### config.mk
export PLATFORM = sky130hd
export DESIGN_NAME = awl_host
export DESIGN_NICKNAME = d
export VERILOG_FILES = /design/src/hw/awl_pkg.sv /design/src/hw/awl_cnt.sv /design/src/hw/awl_host.sv
export SDC_FILE = /design/constraint.sdc
export NUM_CORES = 1
export LEC_CHECK = 0
export ABC_AREA = 1
export BUFFER_PORTS_ARGS = -buffer_cell sky130_fd_sc_hd__buf_2
export CAP_MARGIN = 20
export CORE_MARGIN = 2
export CORE_UTILIZATION = 40
export CTS_CLUSTER_SIZE = 24
export DETAILED_ROUTE_END_ITERATION = 7
export GPL_TIMING_DRIVEN = 1
export PLACE_DENSITY = 0.76
export SKIP_LAST_GASP = 1
export SLEW_MARGIN = 10
export SYNTH_ARGS = -nofsm -noshare
export SYNTH_HDL_FRONTEND = slang
export SYNTH_SLANG_ARGS = --single-unit
### constraint.sdc
create_clock -name core_clk -period 3.66 [get_ports core_clk]
set_clock_uncertainty 0.2 [all_clocks]
set_input_delay 0.183 -clock core_clk [delete_from_list [all_inputs] [get_ports core_clk]]
set_output_delay 0.183 -clock core_clk [all_outputs]
set_load 0.02 [all_outputs]
### src/hw/awl_pkg.sv
// package: constants for the angle word host driver
package awl_pkg;
	// angle word widths
	localparam int AWL_HI_BITS = 8;
	localparam int AWL_LO_BITS_14 = 6;
	localparam int AWL_LO_BITS_16 = 8;
	localparam int AWL_WORD_BITS = 16;
	// timing in ns and the cycle counts derived from it at 10 MHz
	localparam int AWL_CLK_NS = 100;
	localparam int AWL_SETUP_NS = 200;
	localparam int AWL_HOLD_NS = 200;
	localparam int AWL_SETUP_CYC = (AWL_SETUP_NS + AWL_CLK_NS - 1) / AWL_CLK_NS;
	localparam int AWL_HOLD_CYC = (AWL_HOLD_NS + AWL_CLK_NS - 1) / AWL_CLK_NS;
	localparam int AWL_CNT_W = 4;
	// reset values: pins idle high like the device pull-ups
	localparam logic [15:0] AWL_DATA_RST = 16'hFFFF;
	// one-hot sequencer states
	typedef enum logic [3:0] {
		AWL_IDLE = 4'h1,
		AWL_OPEN = 4'h2,
		AWL_SETL = 4'h4,
		AWL_HOLD = 4'h8
	} awl_state_e;
endpackage

### src/hw/awl_cnt.sv
// file: wait counter that flags when a programmed count is spent
module awl_cnt #(
	parameter int W = 4
) (
	input wire logic core_clk,
	input wire logic rst,
	input wire logic load,
	input wire logic [W-1:0] load_val,
	output logic done
);
	logic [W-1:0] cnt_ff; // cycles left
	// load takes priority, else count down to zero
	always_ff @(posedge core_clk or posedge rst) begin
		if (rst) begin
			cnt_ff <= '0;
		end else if (load) begin
			cnt_ff <= load_val;
		end else if (cnt_ff != '0) begin
			cnt_ff <= cnt_ff - 1'b1;
		end
	end
	assign done = (cnt_ff == '0) && !load;
endmodule

### src/hw/awl_host.sv
// file: host that writes angle words into the converter input latches
// Operation
// - high enable admits eight top bits
// - low enable admits six or eight bits
// - both enables open means transparent mode
// - unsigned word, top bit 180 degrees
module awl_host
	import awl_pkg::*;
#(
	parameter int ANGLE_BITS = 16
) (
	input wire logic core_clk,
	input wire logic rst,
	input wire logic transparent_mode,
	input wire logic req_valid,
	input wire logic [awl_pkg::AWL_WORD_BITS-1:0] req_angle,
	output logic req_ready,
	output logic busy,
	output logic [awl_pkg::AWL_WORD_BITS-1:0] angle_out,
	output logic angle_oe_n,
	output logic high_byte_latch_enable,
	output logic low_byte_latch_enable,
	output logic enable_oe_n
);
	import awl_pkg::*;

	// low byte width and the two wait lengths for the counter
	localparam int LO_BITS = (ANGLE_BITS == 14) ? AWL_LO_BITS_14 : AWL_LO_BITS_16;
	localparam logic [AWL_CNT_W-1:0] SETUP_LD = AWL_CNT_W'(AWL_SETUP_CYC);
	localparam logic [AWL_CNT_W-1:0] HOLD_LD = AWL_CNT_W'(AWL_HOLD_CYC);

	// sequencer, pin and counter signals
	awl_state_e state_ff; // sequencer state
	awl_state_e nxt_state; // next state
	logic [AWL_WORD_BITS-1:0] data_ff; // word driven on the data pins
	logic hbe_ff; // high enable level
	logic lbe_ff; // low enable level
	logic oe_n_ff; // pin drive, low drives
	logic cnt_load; // start a wait
	logic [AWL_CNT_W-1:0] cnt_val; // wait length
	logic cnt_done; // wait spent

	// align a request word: msb-first, unused low bits of 14-bit part padded high
	function automatic logic [AWL_WORD_BITS-1:0] awl_align(input logic [AWL_WORD_BITS-1:0] a);
		logic [AWL_WORD_BITS-1:0] r;
		r = a;
		if (LO_BITS == AWL_LO_BITS_14) begin
			r[1:0] = 2'h3;
		end
		return r;
	endfunction

	// timing counter
	awl_cnt #(.W(AWL_CNT_W)) u_cnt (
		.core_clk(core_clk),
		.rst(rst),
		.load(cnt_load),
		.load_val(cnt_val),
		.done(cnt_done)
	);

	// next state and counter loads
	always_comb begin
		nxt_state = state_ff;
		cnt_load = 1'b0;
		cnt_val = SETUP_LD;
		unique case (state_ff)
			// idle: wait for a latched-mode request
			AWL_IDLE: begin
				if (req_valid && !transparent_mode) begin
					nxt_state = AWL_OPEN;
					cnt_load = 1'b1;
				end
			end
			AWL_OPEN: begin
				// both bytes presented with enables high: latch follows
				if (cnt_done) begin
					nxt_state = AWL_SETL;
				end
			end
			AWL_SETL: begin
				// enables drop together in this step
				nxt_state = AWL_HOLD;
				cnt_load = 1'b1;
				cnt_val = HOLD_LD;
			end
			// hold: keep the enables low for the hold wait
			AWL_HOLD: begin
				if (cnt_done) begin
					nxt_state = AWL_IDLE;
				end
			end
			// illegal code: recover to idle
			default: begin
				nxt_state = AWL_IDLE;
			end
		endcase
	end

	// state register
	always_ff @(posedge core_clk or posedge rst) begin
		if (rst) begin
			state_ff <= AWL_IDLE;
		end else begin
			state_ff <= nxt_state;
		end
	end

	// data pins: loaded when a request is taken, or follow in transparent mode
	always_ff @(posedge core_clk or posedge rst) begin
		if (rst) begin
			data_ff <= AWL_DATA_RST;
		end else if (state_ff == AWL_IDLE && req_valid) begin
			data_ff <= awl_align(req_angle);
		end
	end

	// enables: both high while transparent or presenting, both low while holding
	always_ff @(posedge core_clk or posedge rst) begin
		if (rst) begin
			hbe_ff <= 1'b1;
			lbe_ff <= 1'b1;
		end else if (transparent_mode) begin
			// transparent mode: both latches stay open
			hbe_ff <= 1'b1;
			lbe_ff <= 1'b1;
		end else if (state_ff == AWL_SETL) begin
			// setup spent: close both latches in one step
			hbe_ff <= 1'b0;
			lbe_ff <= 1'b0;
		end else if (state_ff == AWL_IDLE && req_valid) begin
			// new word: open both latches while it settles
			hbe_ff <= 1'b1;
			lbe_ff <= 1'b1;
		end
	end

	// pin drive: released after reset until the first word, device pull-ups read high
	always_ff @(posedge core_clk or posedge rst) begin
		if (rst) begin
			oe_n_ff <= 1'b1;
		end else if (state_ff == AWL_IDLE && req_valid) begin
			oe_n_ff <= 1'b0;
		end
	end

	// handshake outputs from the state, pins straight from flops
	assign req_ready = (state_ff == AWL_IDLE);
	assign busy = (state_ff != AWL_IDLE);
	assign angle_out = data_ff;
	assign angle_oe_n = oe_n_ff;
	assign enable_oe_n = oe_n_ff;
	assign high_byte_latch_enable = hbe_ff;
	assign low_byte_latch_enable = lbe_ff;

	// watch the pin sequence, rule by rule

	// both enables always move as one
	AST_ENABLES_TOGETHER: assert property (@(posedge core_clk) disable iff (rst)
		hbe_ff == lbe_ff) else $error("enables differ");

	// transparent mode keeps both latches open
	AST_TRANSPARENT_HIGH: assert property (@(posedge core_clk) disable iff (rst)
		transparent_mode |=> (hbe_ff && lbe_ff)) else $error("transparent mode not high");

	// word on the pins stays put while latched
	AST_DATA_STABLE_HOLD: assert property (@(posedge core_clk) disable iff (rst)
		(state_ff == AWL_HOLD) |-> $stable(data_ff)) else $error("data moved while latched");

	// enables stay high through the setup wait
	AST_DROP_AFTER_SETUP: assert property (@(posedge core_clk) disable iff (rst)
		(state_ff == AWL_IDLE && req_valid && !transparent_mode)
		|=> (hbe_ff && lbe_ff) [*3]) else $error("enables not high during setup");

	// enables fall right after the setup wait
	AST_DROP_LOW: assert property (@(posedge core_clk) disable iff (rst || transparent_mode)
		(state_ff == AWL_SETL) |=> (!hbe_ff && !lbe_ff)) else $error("enables did not drop");

	// a taken word reaches the pins next cycle
	AST_WORD_LOADED: assert property (@(posedge core_clk) disable iff (rst)
		(state_ff == AWL_IDLE && req_valid) |=> data_ff[15:2] == $past(req_angle[15:2]))
		else $error("word not presented");

	// unused low bits of the short word read high
	AST_PAD14: assert property (@(posedge core_clk) disable iff (rst)
		(LO_BITS == AWL_LO_BITS_14 && !oe_n_ff) |-> data_ff[1:0] == 2'h3)
		else $error("unused bits not high");

	// sequence is back in idle within a short bound
	AST_DONE_BOUND: assert property (@(posedge core_clk) disable iff (rst || transparent_mode)
		(state_ff == AWL_SETL) |=> ##[1:4] (state_ff == AWL_IDLE)) else $error("hold too long");

	// pins are driven from the cycle after a take
	AST_DRIVE_ON_TAKE: assert property (@(posedge core_clk) disable iff (rst)
		(req_ready && req_valid) |=> !oe_n_ff)
		else $error("pins not driven after a take");

	// pins stay released, reading high, until the first take
	AST_RELEASED_UNTIL_TAKE: assert property (@(posedge core_clk) disable iff (rst)
		(oe_n_ff && !(req_ready && req_valid)) |=> oe_n_ff)
		else $error("pins driven before a take");

	// a request offered while busy leaves the word alone
	AST_REFUSE_BUSY: assert property (@(posedge core_clk) disable iff (rst)
		(busy && req_valid) |=> $stable(data_ff))
		else $error("request taken while busy");

	// the word stands from the second busy cycle on
	AST_DATA_HELD_BUSY: assert property (@(posedge core_clk) disable iff (rst)
		(busy && $past(busy)) |-> $stable(data_ff))
		else $error("word moved while busy");

	// setup wait: take, three open cycles, then the drop step
	AST_SETUP_SPAN: assert property (@(posedge core_clk) disable iff (rst)
		(req_ready && req_valid && !transparent_mode) |=> ##3 (state_ff == AWL_SETL))
		else $error("setup wait has the wrong length");

	// enables stay low through the hold wait, then idle follows
	AST_HOLD_LOW: assert property (@(posedge core_clk) disable iff (rst || transparent_mode)
		(state_ff == AWL_SETL) |=> (!hbe_ff && !lbe_ff) [*3] ##1 (state_ff == AWL_IDLE))
		else $error("hold wait has the wrong length");

	// both byte enables open while the word is presented
	AST_OPEN_HIGH: assert property (@(posedge core_clk) disable iff (rst)
		(state_ff == AWL_OPEN) |-> (hbe_ff && lbe_ff))
		else $error("enables closed while presenting");
endmodule

==> results of run 1 <==
[layer usage]
metal | vias up | wire length [µm]
met2 | 33 | 1390
met3 | 4 | 148
met4 | 0 | 34
met5 | - | 0
li1 | 545 | -
met1 | 512 | 1180
[through the flow]
step | worst slack [ns] | instance area (µm²) | util [%] | std cells
after floorplan | 2.12 | 1160 | - | 134
after global placement | 2.06 | 1370 | 49.8 | 201
after detailed placement | 2.00 | 1370 | 49.8 | 201
after CTS | 1.68 | 1660 | 60.2 | 231
after global routing | 1.50 | 1690 | 61.2 | 232
final | 1.61 | 1690 | 61.2 | 232
[synthesized netlist by cell type]
cell / count
ha_1: 1
o21ai_1: 2
nor3_1: 3
inv_1: 11
dfstp_2: 19
nand2_2: 2
xnor2_1: 1
clkbuf_1: 1
nand3_2: 1
nor2_2: 3
nor2_1: 7
dfrtp_1: 7
nand2_1: 52
nand3_1: 16
buf_4: 2
buf_6: 1
xor2_1: 2
inv_2: 2
buf_2: 1
[area by class of cell]
class                           instances  area [µm²]  share of cell area [%]
Tap cell                               31        38.8                    2.30
Inverter                               13        48.8                    2.89
Timing Repair Buffer                   68         493                    29.2
Multi-Input combinational cell         90         407                    24.1
Sequential cell                        26         674                    40.0
Clock buffer                            4        26.3                    1.56
[cells by family after synthesis]
group           count (synthesis)  share of synthesized area (%)
compound gates                  2                          0.859
buf+inv                        18                           7.20
flops                          26                           57.9
simple gates                   84                           30.7
xor+xnor                        3                           2.26
fa+ha+maj                       1                           1.07
[how the worst max path moves through the flow]
stage / cells past startpoint / from / end / slack (ns)
CTS: 7 / state_ff[0] / angle_out[1] / 1.68
finish: 7 / state_ff[0] / angle_out[7] / 1.61
detailed placement: 7 / state_ff[0] / angle_out[3] / 2.00
global placement: 7 / state_ff[0] / angle_out[14] / 2.06
global route: 7 / state_ff[0] / angle_out[7] / 1.50
floorplan: 7 / state_ff[0] / angle_out[0] / 2.12
[power by group]
group / total [mW] / switching, mW / internal (mW) / leakage, nW
Clock: 0.122 / 0.0799 / 0.0426 / 0.0150
Combinational: 0.607 / 0.388 / 0.220 / 0.596
Sequential: 0.528 / 0.0608 / 0.467 / 0.289
[tightest hold or removal path, delay by kind of cell]
family                 cells  cell delay [ns]
buffers and inverters      1             0.19
and+or+nand+nor            2             0.16
[state kept, by name, summed over array words and instances, names as in the netlist]
register / flops
state_ff: 4
angle_oe_n: 1
u_cnt.cnt_ff: 4
low_byte_latch_enable: 1
angle_out: 16
==> metrics.txt, run 1 <==
CTS Buf Count 3; Hold WS 0.0147 ns; Initial Utilization 42.2%; Largest stage delay, worst path 0.59 ns; I/O Buffers 41; Highest Clock Rate 487 MHz; CTS Buffer Depth 2; CTS sink count 26; crit path launch type flop; mapped cell area 1160 µm²; worst r2r src state_ff[0]; Area growth syn-to-layout 44.9%; hold path depth 3; Post-route DRC 0; grt peak-use layer met2; Critical Path AT 2.12 ns; setup bufs post-CTS 0; vias in the first global route 1,060; Hold Buf Count CTS 26; worst setup path category flop to flop; number of diodes 0; Final period util 56.1%; YS warnings 0; Clock Latency Late Sink 0.31 ns; syn_area_per_cell 8.69 µm²; Syn Nets 155; commonest non-fill, non-tap cell in the layout nand2_1; Hold/Removal Path Class input port to flop; I/O pin total 42; total power 1.26 mW; Final nets 223; Peak supply drop 0.491 mV; met2 Resource Use GR 30.7%; HP Start req_valid; Die W 58.0 µm; Top delay family on crit path buffers and inverters; initial antenna violation count 0; DRT antenna net count 0; Hold EP angle_out[9]; layout cells sized above 1 35.8%; GPL Wtd Cong 0.784; met1 usage 20.5%; CP max stage cell dlygate4sd3_1; setup TNS 0 ns; M3 GR Usage 3.57%; Unique masters post-synth 19; DR pass1 iterations 4; Worst Reg-to-Reg Cells 7; max_slew headroom 76.0%; crit path max fanout 13; highest-count cells in the layout ignoring fill and taps nand2_1, buf_2, dlygate4sd3_1; Worst R2R Setup Slack 1.61 ns; gr ovfl total 0; CTS tree built; dpl hpwl 1.77 mm; row cnt 19; clk slew on worst S/H paths 0.14 ns; sequential area share after synthesis 57.9%; Hold Violations, Final 0; Vias/cell 4.72; DR iter-0 viols 41; first-pass GRT wire length 4.49 mm; Worst EP required 3.73 ns; WP buf/inv 3; core box area 2760 µm²; crit end category flop; GRT Total Usage 17.2%; Max-Cap Viols 0; post-CTS sizing 0; Post-Route WL 2.75 mm; crit-path cells inv_1 > nor2_2 > nand2_2 > inv_2 > nand3_1 > dlygate4sd3_1 > nand2_1; top cells by area, synth dfstp_2, nand2_1, dfrtp_1, nand3_1, inv_1; vias post-DR 1,094; status finished, final reports clean; post-synthesis register bit count 26; Leak 0.900 nW; htree depth 1; Synth top area share 42.9%; Root Driver clkbuf_4; die height 58.0 µm; Syn Inst Count 134; unrepaired setup endpoints after global routing no; cell taking the most area after synthesis dfstp_2; largest net degree at the start of global routing 27; Slew @ Worst Pin 0.359 ns; Fillers 231; Reg-to-Reg End angle_out[7]; Avg WL per Cell 11.8 µm; pwr/cell area 745 nW/µm²; Setup Viol. Count Final 0; die area 3360 µm²; max-slew violation count 0; fin crit period 2.05 ns
(Power assumes the default switching activity.)
==> run 2: changes to the inputs <==
==> constraint.sdc (replaced) <==
create_clock -name core_clk -period 1.9 [get_ports core_clk]
set_clock_uncertainty 0.2 [all_clocks]
set_input_delay 0.095 -clock core_clk [delete_from_list [all_inputs] [get_ports core_clk]]
set_output_delay 0.095 -clock core_clk [all_outputs]
set_load 0.02 [all_outputs]
==> run 2 against run 1 <==
  * Final cell count shrank 3.0%
  * Via count shrank 0.91%
  * Highest routed layer unchanged
  * Utilization shrank 2.4 points
  * Sequential share of layout area grew 1.6 points
  * Total power grew 96%
  * Clock-buffer cell count is the same
  * Die area is the same
  * Register-to-register slack lost 1.4 ns
  * Largest power group unchanged
==> metrics.txt, run 2 (same netlist as run 1, synthesis figures left out) <==
status finished, final reports clean; DR pass1 iterations 4 (unchanged); crit path launch type flop; dpl cells 202 (+0.50%); CTS sink count 26 (unchanged); htree depth 1 (unchanged); Setup Viol. Count Final 0 (unchanged); multi-input logic area 407 µm² (unchanged); Reg-to-Reg End u_cnt.cnt_ff[1]; pwr/cell area 1520 nW/µm² (+100%); max_slew headroom 77.9% (+1.9 points); number of diodes 0 (unchanged); worst setup path category flop to output port; worst r2r src u_cnt.cnt_ff[0]; Worst Reg-to-Reg Cells 7 (unchanged); vias in the first global route 1,126 (+6.2%); DR iter-0 viols 75 (+83%); unrepaired setup endpoints after global routing no; Peak supply drop 1.11 mV (+130%); fin crit period 1.79 ns; crit path max fanout 13 (unchanged); Die W 58.0 µm (unchanged); Pint 1.45 mW (+98%); Final nets 216 (-3.1%); Hold/Removal Path Class input port to asynchronous set/reset pin; commonest non-fill, non-tap cell in the layout nand2_1; CTS tree built; Highest Clock Rate 559 MHz; GPL Wtd Cong 0.768 (-2.0%); Cell Count, Final, Fillers Out 225 (-3.0%); CTS Buffer Depth 2 (unchanged); Root Driver clkbuf_4; Seq. cell area 674 µm² (unchanged); Worst R2R Setup Slack 0.23 ns (-1.38 ns); Logic pwr share 45.5% (-2.8 points); dpl hpwl 1.85 mm (+4.4%); Fillers 243 (+5.2%); Hold Violations, Final 0 (unchanged); setup bufs post-CTS 0 (unchanged); I/O pin total 42 (unchanged); Slew @ Worst Pin 0.331 ns (-0.0287 ns); largest net degree at the start of global routing 27 (unchanged); vias post-DR 1,084 (-0.91%); Critical Path AT 1.49 ns (-0.63 ns); layout cells sized above 1 37.6% (+1.8 points); gr ovfl total 0 (unchanged); Vias/cell 4.82 (+2.2%); Clock Latency Late Sink 0.32 ns (about the same); I/O Buffers 41 (unchanged); max reg flops 16 (unchanged); die area 3360 µm² (unchanged); clk slew on worst S/H paths 0.13 ns (about the same); CTS Buf Count 3 (unchanged); Hold WS 0.152 ns (+0.137 ns); row cnt 19 (unchanged); DRT antenna net count 0 (unchanged); highest-count cells in the layout ignoring fill and taps nand2_1, buf_2, dfstp_2, dlygate4sd3_1, nand3_1; Seq pwr share 41.6% (-0.4 points); first-pass GRT wire length 4.50 mm (+0.29%); GRT Total Usage 17.7% (+0.51 points); Final period util 94.1%; die height 58.0 µm (unchanged); Leak 0.891 nW (-1.0%); total power 2.47 mW (+96%); Clock Power Share 12.9% (+3.2 points); setup TNS 0 ns (unchanged); Initial Utilization 42.2% (unchanged); Area growth syn-to-layout 39.2%; Worst EP required 1.60 ns (-2.13 ns); initial antenna violation count 0 (unchanged); Switch Pwr 1.02 mW (+93%); core box area 2760 µm² (unchanged); Post-Route WL 2.65 mm (-3.7%); sw frac 41.4% (-0.64 points); max-slew violation count 0 (unchanged); Max-Cap Viols 0 (unchanged); crit end category output port; Avg WL per Cell 11.8 µm (-0.68%); Post-route DRC 0 (unchanged)
## run 2: final cells by class
class | instances | area share (%)
inverters | 13 | 3.16
repair buffers | 61 | 24.8
multi-input cells | 90 | 25.1
well taps | 31 | 2.39
clock buffers | 4 | 2.93
flip-flops and latches | 26 | 41.6
## run 2: power by group through the flow
stage / registers [mW] / logic, mW / clock network [mW]
6_report: 1.02 / 1.12 / 0.319
5_1_grt: 1.05 / 1.26 / 0.352
4_1_cts: 1.02 / 1.12 / 0.334
3_5_place_dp: 1.03 / 1.09 / 0
3_3_place_gp: 1.02 / 1.05 / 0
2_1_floorplan: 1.24 / 0.579 / 0
## run 2: critical path, stage by stage (launching register included)
cell	delay, ns
dfstp_2	0.56
inv_1	0.05
nor2_2	0.11
nand2_2	0.12
inv_4	0.15
buf_2	0.18
## run 2: how the worst max path moves through the flow
stage                      startpoint            end  slack [ns]
after CTS                 state_ff[0]      req_ready        0.03
after global placement    state_ff[0]  angle_out[15]        0.30
after detailed placement  state_ff[0]   angle_out[8]        0.22
after global routing      state_ff[0]      req_ready        0.02
final                     state_ff[0]      req_ready        0.11
after floorplan           state_ff[0]   angle_out[0]        0.36
## run 2: metal layers
metal  vias to the layer above  GRT usage, %  wire, µm
li1                        530             -         -
met1                       516          17.6      1060
met2                        34          34.1      1410
met3                         4          4.46       141
met4                         0          7.64        38
met5                         -             0         0
## run 2: metrics by stage
stage	util, %	instance area, µm²	worst slack, ns
finish	58.8	1620	0.111
global route	58.8	1620	0.0169
CTS	58.7	1620	0.0337
detailed placement	50.1	1380	0.216
global placement	50.1	1380	0.305
floorplan	-	1160	0.355
## run 2: timing repair
item / CTS / global route
resized for setup: 0 / 1
hold endpoints to repair: 46 / 0
setup endpoints to repair: 0 / 1
hold buffers: 19 / 0
